### config.mk
export PLATFORM = sky130hd
export DESIGN_NAME = switch_queue_mirror_throttle_cfg
export DESIGN_NICKNAME = d
export VERILOG_FILES = /design/src/include/sqmt_pkg.sv /design/src/rtl/switch_queue_mirror_throttle_cfg.sv
export VERILOG_INCLUDE_DIRS = /design/src /design/src/include
export SDC_FILE = /design/constraint.sdc
export NUM_CORES = 1
export LEC_CHECK = 0
export BUFFER_PORTS_ARGS = -buffer_cell sky130_fd_sc_hd__buf_4
export CAP_MARGIN = 5
export CORE_ASPECT_RATIO = 1.25
export CORE_UTILIZATION = 35
export CTS_BUF_LIST = sky130_fd_sc_hd__clkbuf_16
export DETAILED_ROUTE_END_ITERATION = 7
export PLACE_DENSITY = 0.58
export SLEW_MARGIN = 15
export SYNTH_ARGS = -nofsm -noshare
export SYNTH_HDL_FRONTEND = slang
export SYNTH_SLANG_ARGS = --single-unit
### constraint.sdc
create_clock -name clk -period 3.6 [get_ports clk]
set_input_delay 0.9 -clock clk [delete_from_list [all_inputs] [get_ports clk]]
set_output_delay 0.9 -clock clk [all_outputs]
set_load 0.02 [all_outputs]
### src/include/sqmt_regs.svh
// Register offsets, field positions, reset values and timing for the switch config block
`ifndef SQMT_REGS_SVH
`define SQMT_REGS_SVH

// ============================================================
// Register indices (byte address = index * 4)
`define IDX_PRIORITY_QUEUE_MAP      16'h1845
`define IDX_PORT_MIRRORING_CFG      16'h1846
`define IDX_INGRESS_PORT_TYPE_CFG   16'h1847
`define IDX_BROADCAST_THROTTLE_CFG  16'h1848
`define IDX_THROTTLE_STATUS         16'h1850

// ============================================================
// Reset values
`define RST_PRIORITY_QUEUE_MAP      32'h0000FA41
`define RST_PORT_MIRRORING_CFG      32'h00000000
`define RST_INGRESS_PORT_TYPE_CFG   32'h00000000
`define RST_BROADCAST_THROTTLE_CFG  32'h00080402

// ============================================================
// Writable bit masks
`define MSK_PRIORITY_QUEUE_MAP      32'h0000FFFF
`define MSK_PORT_MIRRORING_CFG      32'h000001FF
`define MSK_INGRESS_PORT_TYPE_CFG   32'h0000003F
`define MSK_BROADCAST_THROTTLE_CFG  32'h07FFFFFF

// ============================================================
// Field positions
`define MIR_TX_EN_BIT       0
`define MIR_RX_EN_BIT       1
`define MIR_PORTS_LSB       2
`define MIR_SNIFFER_LSB     5
`define MIR_FILTERED_BIT    8
`define TAG_DEST_CODE       2'h3
`define BT_PORT_STRIDE      9
`define BT_ENABLE_OFS       8
`define BT_UNIT_SHIFT       6

// ============================================================
// Timing
`define CLK_PERIOD_NS       50
`define BT_INTERVAL_NS      1720000
`define BT_INTERVAL_CYCLES  (`BT_INTERVAL_NS / `CLK_PERIOD_NS)

`endif

### src/include/sqmt_pkg.sv
// Types shared by the switch queue, mirroring and throttle block
`default_nettype none
package sqmt_pkg;

  typedef struct packed {
    logic        valid;
    logic [1:0]  port;
    logic [2:0]  prio;
    logic        filtered;
    logic        bcast;
    logic [10:0] len;
  } rx_pkt_s;

  typedef struct packed {
    logic        valid;
    logic [1:0]  queue;
    logic        mirror;
    logic        sniffer_only;
    logic        filt_cnt_inc;
    logic        drop_irq;
    logic        bcast_drop;
  } rx_res_s;

  typedef struct packed {
    logic        valid;
    logic [1:0]  port;
  } tx_pkt_s;

  typedef struct packed {
    logic        valid;
    logic        mirror;
  } tx_res_s;

endpackage : sqmt_pkg
`default_nettype wire

### src/rtl/switch_queue_mirror_throttle_cfg.sv
// APB register bank and per-packet decisions for queue map, mirroring and throttle
//
// Operation
// - Egress queue for priority p is map bits 2p+1:2p, priority 7 on top.
// - Map resets to queues 1,0,0,1,2,2,3,3 for priorities 0 to 7.
// - With receive mirroring on, packets received on mirrored ports also go to sniffer, except filtered packets and broadcasts dropped by throttling.
// - With transmit mirroring on, packets sent on mirrored ports also go to sniffer.
// - Filtered-mirror bit sends filtered packets to sniffer only; cleared, never mirrored.
// - Mirrored filtered packets still bump filtered counters and raise drop interrupt.
// - Sniffer port is a one-hot field 7:5; software should set one bit.
// - Mirrored ports field 4:2, one bit per port, any combination allowed.
// - Ingress type 11b enables VLAN-tag destination; other values disable it.
// - Broadcast throttling active only while port enable bit 26, 17 or 8 is set.
// - Allowance is level times 64 bytes per 1.72 ms; level resets to 2.
`include "sqmt_regs.svh"
`default_nettype none

module switch_queue_mirror_throttle_cfg #(
  parameter int INTERVAL_CYCLES = `BT_INTERVAL_CYCLES,
  parameter int NPORTS          = 3
) (
  input  wire logic             clk,         // Switch clock, 20 MHz
  input  wire logic             reset_n,     // Async reset, active low
  input  wire logic             psel,        // APB select
  input  wire logic             penable,     // APB enable
  input  wire logic             pwrite,      // APB direction
  input  wire logic [15:0]      paddr,       // APB byte address
  input  wire logic [31:0]      pwdata,      // APB write data
  output logic                  pready,      // APB ready
  output logic [31:0]           prdata,      // APB read data
  output logic                  pslverr,     // APB error, unmapped or misaligned address
  input  wire sqmt_pkg::rx_pkt_s rx_pkt,     // Received packet event
  input  wire sqmt_pkg::tx_pkt_s tx_pkt,     // Transmitted packet event
  output sqmt_pkg::rx_res_s     rx_res,      // Decision for received packet
  output sqmt_pkg::tx_res_s     tx_res,      // Decision for transmitted packet
  output logic [NPORTS-1:0]     sniffer_sel, // One-hot sniffer port
  output logic [NPORTS-1:0]     tag_dest_en  // VLAN-tag destination per port
);

  // ============================================================
  // Registers
  logic [31:0] priority_queue_map;
  logic [31:0] port_mirroring_cfg;
  logic [31:0] ingress_port_type_cfg;
  logic [31:0] broadcast_throttle_cfg;
  logic [NPORTS-1:0] throttling;

  localparam int IW = $clog2(INTERVAL_CYCLES + 1);

  logic          setup;
  logic          wr_take;
  logic [13:0]   widx;
  logic          hit;
  logic [31:0]   rd_val;

  assign setup   = psel && !penable;
  assign wr_take = psel && penable && pready && pwrite;
  assign widx    = paddr[15:2];

  always_comb begin
    hit    = 1'b1;
    rd_val = 32'h00000000;
    case (paddr[15:2])
      14'(`IDX_PRIORITY_QUEUE_MAP):     rd_val = priority_queue_map;
      14'(`IDX_PORT_MIRRORING_CFG):     rd_val = port_mirroring_cfg;
      14'(`IDX_INGRESS_PORT_TYPE_CFG):  rd_val = ingress_port_type_cfg;
      14'(`IDX_BROADCAST_THROTTLE_CFG): rd_val = broadcast_throttle_cfg;
      14'(`IDX_THROTTLE_STATUS):        rd_val = {{(32-NPORTS){1'b0}}, throttling};
      default:                          hit = 1'b0;
    endcase
  end

  // ============================================================
  // APB answer: ready in first access cycle
  always_ff @(posedge clk or negedge reset_n) begin
    if (!reset_n) begin
      pready  <= 1'b0;
      prdata  <= 32'h00000000;
      pslverr <= 1'b0;
    end else begin
      pready  <= setup;
      pslverr <= setup && (!hit || (paddr[1:0] != 2'h0));
      if (setup && !pwrite) begin
        prdata <= rd_val;
      end
    end
  end

  // ============================================================
  // Register writes
  // reset map
  always_ff @(posedge clk or negedge reset_n) begin
    if (!reset_n) begin
      priority_queue_map     <= `RST_PRIORITY_QUEUE_MAP;
      port_mirroring_cfg     <= `RST_PORT_MIRRORING_CFG;
      ingress_port_type_cfg  <= `RST_INGRESS_PORT_TYPE_CFG;
      broadcast_throttle_cfg <= `RST_BROADCAST_THROTTLE_CFG;
    end else if (wr_take && !pslverr) begin
      case (widx)
        14'(`IDX_PRIORITY_QUEUE_MAP):
          priority_queue_map <= pwdata & `MSK_PRIORITY_QUEUE_MAP;
        14'(`IDX_PORT_MIRRORING_CFG):
          port_mirroring_cfg <= pwdata & `MSK_PORT_MIRRORING_CFG;
        14'(`IDX_INGRESS_PORT_TYPE_CFG):
          ingress_port_type_cfg <= pwdata & `MSK_INGRESS_PORT_TYPE_CFG;
        14'(`IDX_BROADCAST_THROTTLE_CFG):
          broadcast_throttle_cfg <= pwdata & `MSK_BROADCAST_THROTTLE_CFG;
        default: ;
      endcase
    end
  end

  // ============================================================
  // Field decode
  logic              mir_tx_en;
  logic              mir_rx_en;
  logic              mir_filt_en;
  logic [NPORTS-1:0] mir_ports;
  logic [NPORTS-1:0] sniffer_fld;
  logic [NPORTS-1:0] rx_port_bit;
  logic [NPORTS-1:0] tx_port_bit;
  logic [1:0]        queue_sel;

  assign mir_tx_en   = port_mirroring_cfg[`MIR_TX_EN_BIT];
  assign mir_rx_en   = port_mirroring_cfg[`MIR_RX_EN_BIT];
  assign mir_filt_en = port_mirroring_cfg[`MIR_FILTERED_BIT];
  assign mir_ports   = port_mirroring_cfg[`MIR_PORTS_LSB +: NPORTS];
  assign sniffer_fld = port_mirroring_cfg[`MIR_SNIFFER_LSB +: NPORTS];
  assign rx_port_bit = NPORTS'(1) << rx_pkt.port;
  assign tx_port_bit = NPORTS'(1) << tx_pkt.port;
  assign queue_sel   = priority_queue_map[{rx_pkt.prio, 1'b0} +: 2];

  // ============================================================
  // Broadcast throttle interval
  logic [IW-1:0] ivl_cnt;
  logic          ivl_tick;

  assign ivl_tick = (ivl_cnt == IW'(INTERVAL_CYCLES - 1));

  always_ff @(posedge clk or negedge reset_n) begin
    if (!reset_n) begin
      ivl_cnt <= '0;
    end else if (ivl_tick) begin
      ivl_cnt <= '0;
    end else begin
      ivl_cnt <= ivl_cnt + IW'(1);
    end
  end

  // ============================================================
  // Per-port throttle counters and tag mode
  logic [NPORTS-1:0] bt_drop;
  logic [15:0]       bcnt [NPORTS];

  genvar p;
  generate
    for (p = 0; p < NPORTS; p++) begin : g_port
      logic       en;
      logic [7:0] level;
      logic [15:0] allow;
      logic       hit_p;

      assign en    = broadcast_throttle_cfg[p*`BT_PORT_STRIDE + `BT_ENABLE_OFS];
      assign level = broadcast_throttle_cfg[p*`BT_PORT_STRIDE +: 8];
      assign allow = {2'h0, level, 6'h00};
      assign hit_p = rx_pkt.valid && rx_pkt.bcast && rx_port_bit[p];
      assign bt_drop[p] = en && (bcnt[p] > allow);

      always_ff @(posedge clk or negedge reset_n) begin
        if (!reset_n) begin
          bcnt[p] <= 16'h0000;
        end else if (ivl_tick || !en) begin
          bcnt[p] <= 16'h0000;
        end else if (hit_p && !bt_drop[p]) begin
          bcnt[p] <= bcnt[p] + {5'h00, rx_pkt.len};
        end
      end

      always_ff @(posedge clk or negedge reset_n) begin
        if (!reset_n) begin
          throttling[p] <= 1'b0;
        end else begin
          throttling[p] <= bt_drop[p];
        end
      end

      always_ff @(posedge clk or negedge reset_n) begin
        if (!reset_n) begin
          tag_dest_en[p] <= 1'b0;
        end else begin
          tag_dest_en[p] <= (ingress_port_type_cfg[2*p +: 2] == `TAG_DEST_CODE);
        end
      end
    end
  endgenerate

  // ============================================================
  // Packet decisions
  logic rx_mirrored;
  logic rx_bdrop;

  assign rx_mirrored = |(rx_port_bit & mir_ports);
  assign rx_bdrop    = |(rx_port_bit & bt_drop) && rx_pkt.bcast;

  always_ff @(posedge clk or negedge reset_n) begin
    if (!reset_n) begin
      rx_res <= '0;
    end else begin
      rx_res.valid <= rx_pkt.valid;
      rx_res.queue <= queue_sel;
      rx_res.mirror <= rx_pkt.valid && mir_rx_en && rx_mirrored
                       && !rx_pkt.filtered && !rx_bdrop;
      rx_res.sniffer_only <= rx_pkt.valid && mir_rx_en && rx_mirrored
                             && rx_pkt.filtered && mir_filt_en;
      rx_res.filt_cnt_inc <= rx_pkt.valid && rx_pkt.filtered;
      rx_res.drop_irq     <= rx_pkt.valid && (rx_pkt.filtered || rx_bdrop);
      rx_res.bcast_drop   <= rx_pkt.valid && rx_bdrop;
    end
  end

  always_ff @(posedge clk or negedge reset_n) begin
    if (!reset_n) begin
      tx_res <= '0;
    end else begin
      tx_res.valid  <= tx_pkt.valid;
      tx_res.mirror <= tx_pkt.valid && mir_tx_en && |(tx_port_bit & mir_ports);
    end
  end

  always_ff @(posedge clk or negedge reset_n) begin
    if (!reset_n) begin
      sniffer_sel <= '0;
    end else begin
      sniffer_sel <= sniffer_fld;
    end
  end

  logic map_written;
  always_ff @(posedge clk or negedge reset_n) begin
    if (!reset_n) begin
      map_written <= 1'b0;
    end else if (wr_take && widx == 14'(`IDX_PRIORITY_QUEUE_MAP)) begin
      map_written <= 1'b1;
    end
  end
endmodule : switch_queue_mirror_throttle_cfg
`default_nettype wire

==> summary.txt <==
Placement
  • PortBufs: 114
  • GPL Wtd Cong: 0.830
  • Final HPWL DP: 17,900 um

Clocking
  • CTS max path bufs: 2
  • Clock insertion delay at the later pin of the skew report: 0.44 ns
  • CTS root buffer: clkbuf_16
  • CTS H-tree lvls: 4
  • CTS Hold Bufs: 0
  • Sink Count: 170
  • Post-CTS Setup Bufs: 0
  • Total CTS buffers: 17
  • # resized after CTS: 0
  • Worst-path clk slew: 0.07 ns
  • CTS tree: built

Yosys
  • Yosys top cell area share: 0.427
  • Mapped Cells: 897
  • Main synth FF type: dfrtp_1
  • Cell Area, Synth: 9310 sq um
  • #FFs+latches synth: 170
  • Yosys cell types: 70
  • Synthesized area per cell: 10.4 sq um
  • EDFF count, synth: 0
  • Asr flop ratio synth: 1.00
  • Seq/Total Area, Yosys: 0.458
  • Post-synth top area cell: dfrtp_1
  • Top post-synthesis cells by area: dfrtp_1 (43%), ha_1 (7.8%), mux2_2 (7.6%)
  • Synth warn: 0

STA
  • Hold Vio Cnt, Final: 0
  • Period utilization: 0.861
  • Tmin final: 3.10 ns
  • RSZ-0062 raised after global routing: no
  • Fmax: 322 MHz
  • Normalized max-slew margin: 0.431
  • Setup TNS: 0 ns
  • Worst-Margin Slew: 0.853 ns
  • Max-slew violations: 0
  • Setup violators final: 0
  • Clock skew: 0.0115 ns

Routing
  • Total wire length: 23,700 um
  • Post-DR vias/cell: 5.27
  • Via count: 7,225
  • Antenna viol nets, final: 0
  • Routed len/inst: 17.3 um
  • Pre-Repair DR Iteration Count: 5
  • 1st-iter DRT viols: 323
  • DRC viols: 0

Global route
  • First-pass GRT wire length: 38,300 um
  • Initial antenna violation count: 0
  • Vias in the first global route: 7,125
  • Largest net degree at the start of global routing: 79
  • Grt ovf: 0
  • Tot GR Track Use: 0.182

Worst setup path
  • Crit path DAT: 3.47 ns
  • Max FO, Critical Path: 15
  • Setup crit end kind: flop
  • Critical R2R Launch: broadcast_throttle_cfg[1]
  • Critical Path End: bcnt[46]
  • Reg2Reg Depth: 8
  • Crit Path Category: flop to flop
  • R2r setup slk: 0.50 ns
  • CP startpoint: broadcast_throttle_cfg[1]
  • Critical path launch point type: flop
  • CP required: 3.96 ns
  • RR Endpoint: bcnt[46]

Layout
  • Fillers: 2,561
  • Fin nets: 1,153
  • Area growth syn-to-layout: 20.2%
  • Number of diodes: 0
  • Multi-input logic area: 4770 sq um
  • Share of cells above drive strength 1: 0.250
  • FF+latch area: 4270 sq um

Outcome
  • Status: complete, no violations

Pwr
  • Worst VDD drop: 0.196 mV
  • Total power draw: 4.05 mW
  • Pleak: 5.24 nW
  • PD cells: 362 nW/um^2

Die
  • Initial core utilization: 0.357
  • Die width: 148 um
  • Die Area: 27,300 sq um
  • Die height: 184 um
  • I/O Pins: 125
  • Row Count: 66
  • Core area: 26,100 sq um

Hold path
  • Min-Delay Path Class: flop to flop

Flow run
  • Number of max-cap violations: 0
registers in the layout, indices dropped and copies added (netlist names):
name                    cells
prdata                     27
rx_res                      8
pslverr                     1
port_mirroring_cfg          9
pready                      1
bcnt                       48
broadcast_throttle_cfg     27
tx_res                      2
ivl_cnt                    16
tag_dest_en                 3
priority_queue_map         16
sniffer_sel                 3
ingress_port_type_cfg       6
throttling                  3
cell families after synthesis:
family / after synthesis / synth area share
simple gates: 272 / 0.148
compound gates: 210 / 0.148
flops: 170 / 0.458
mux: 80 / 0.0998
buf+inv: 71 / 0.0314
fa+ha+maj: 61 / 0.0844
xor+xnor: 32 / 0.0301
other cells: 1 / 0.000403
layout make-up:
type                       instances  share of cell area
sequential                       170               0.381
clock buffer                      17              0.0380
multi-input combinational        660               0.427
inverter                          38              0.0127
tap                              340              0.0380
timing repair buffer             130              0.0887
clock inverter                    15              0.0146
where the power goes:
part / switching, mW / total (mW) / internal, mW
Clock: 0.833 / 1.87 / 1.04
Combinational: 0.154 / 0.260 / 0.106
Sequential: 0.00625 / 1.92 / 1.92
how the worst min path moves through the flow:
stage	startpoint	endpoint	depth (start not counted)
after floorplan	port_mirroring_cfg[6]	sniffer_sel[1]	0
after global placement	port_mirroring_cfg[7]	sniffer_sel[2]	0
after detailed placement	port_mirroring_cfg[7]	sniffer_sel[2]	0
after CTS	port_mirroring_cfg[7]	sniffer_sel[2]	0
after global routing	port_mirroring_cfg[5]	sniffer_sel[0]	0
final	port_mirroring_cfg[7]	sniffer_sel[2]	0
cells in the mapped netlist (10+ instances only):
cell,number
a22oi_1,10
ha_1,58
nor2_1,56
nand4_1,10
mux2_2,63
inv_1,37
clkbuf_1,21
a21o_1,13
xnor2_1,24
o21ai_0,40
dfstp_2,11
dfrtp_1,159
mux2i_1,13
a21oi_1,56
nand3_1,22
nand2b_1,11
o31ai_1,15
a211oi_1,14
nand2_1,89
layout by cell type, fill, tap and decap left out, types with 8 or more instances in the layout:
cell | Yosys | final
dfrtp_1 | 159 | 159
buf_4 | 5 | 128
nand2_1 | 89 | 89
mux2_2 | 63 | 63
ha_1 | 58 | 58
a21oi_1 | 56 | 56
nor2_1 | 56 | 56
o21ai_0 | 40 | 40
inv_1 | 37 | 37
xnor2_1 | 24 | 24
nand3_1 | 22 | 22
clkbuf_16 | 0 | 17
o31ai_1 | 15 | 15
a211oi_1 | 14 | 14
a21o_1 | 13 | 13
mux2i_1 | 13 | 13
dfstp_2 | 11 | 11
nand2b_1 | 11 | 10
nand4_1 | 10 | 10
a22oi_1 | 10 | 10
and3_1 | 9 | 9
and2_1 | 9 | 9
nor3b_1 | 9 | 8
nor3_1 | 8 | 8
nor2b_1 | 8 | 8
xor2_1 | 8 | 8
critical path, cell delays in order, from the launching register on:
cell and delay (ns):
dfstp_2 0.55, inv_1 0.05, ha_1 0.30, nand4bb_1 0.10
or4_1 0.41, o221a_2 0.30, or2_0 0.52, or4_1 0.64
o21ai_1 0.15
per-layer routing:
metal	vias to the layer above	part of all wire	GRT usage
li1	3517	-	-
met1	3520	0.43	0.227
met2	151	0.50	0.312
met3	37	0.042	0.0312
met4	0	0.027	0.0746
met5	-	0	0
stage by stage:
step | utilization | hold slack, ns | std cells | instance area (sq um) | setup WS [ns]
3_5_place_dp | 0.406 | 0.403 | 1338 | 10600 | 0.399
6_report | 0.429 | 0.418 | 1370 | 11200 | 0.499
2_1_floorplan | - | 0.371 | 901 | 9330 | 0.771
4_1_cts | 0.429 | 0.417 | 1370 | 11200 | 0.460
5_1_grt | 0.429 | 0.424 | 1370 | 11200 | 0.311
3_3_place_gp | 0.406 | 0.391 | 1338 | 10600 | 0.419
No activity file was read; power rests on OpenSTA's default activity.
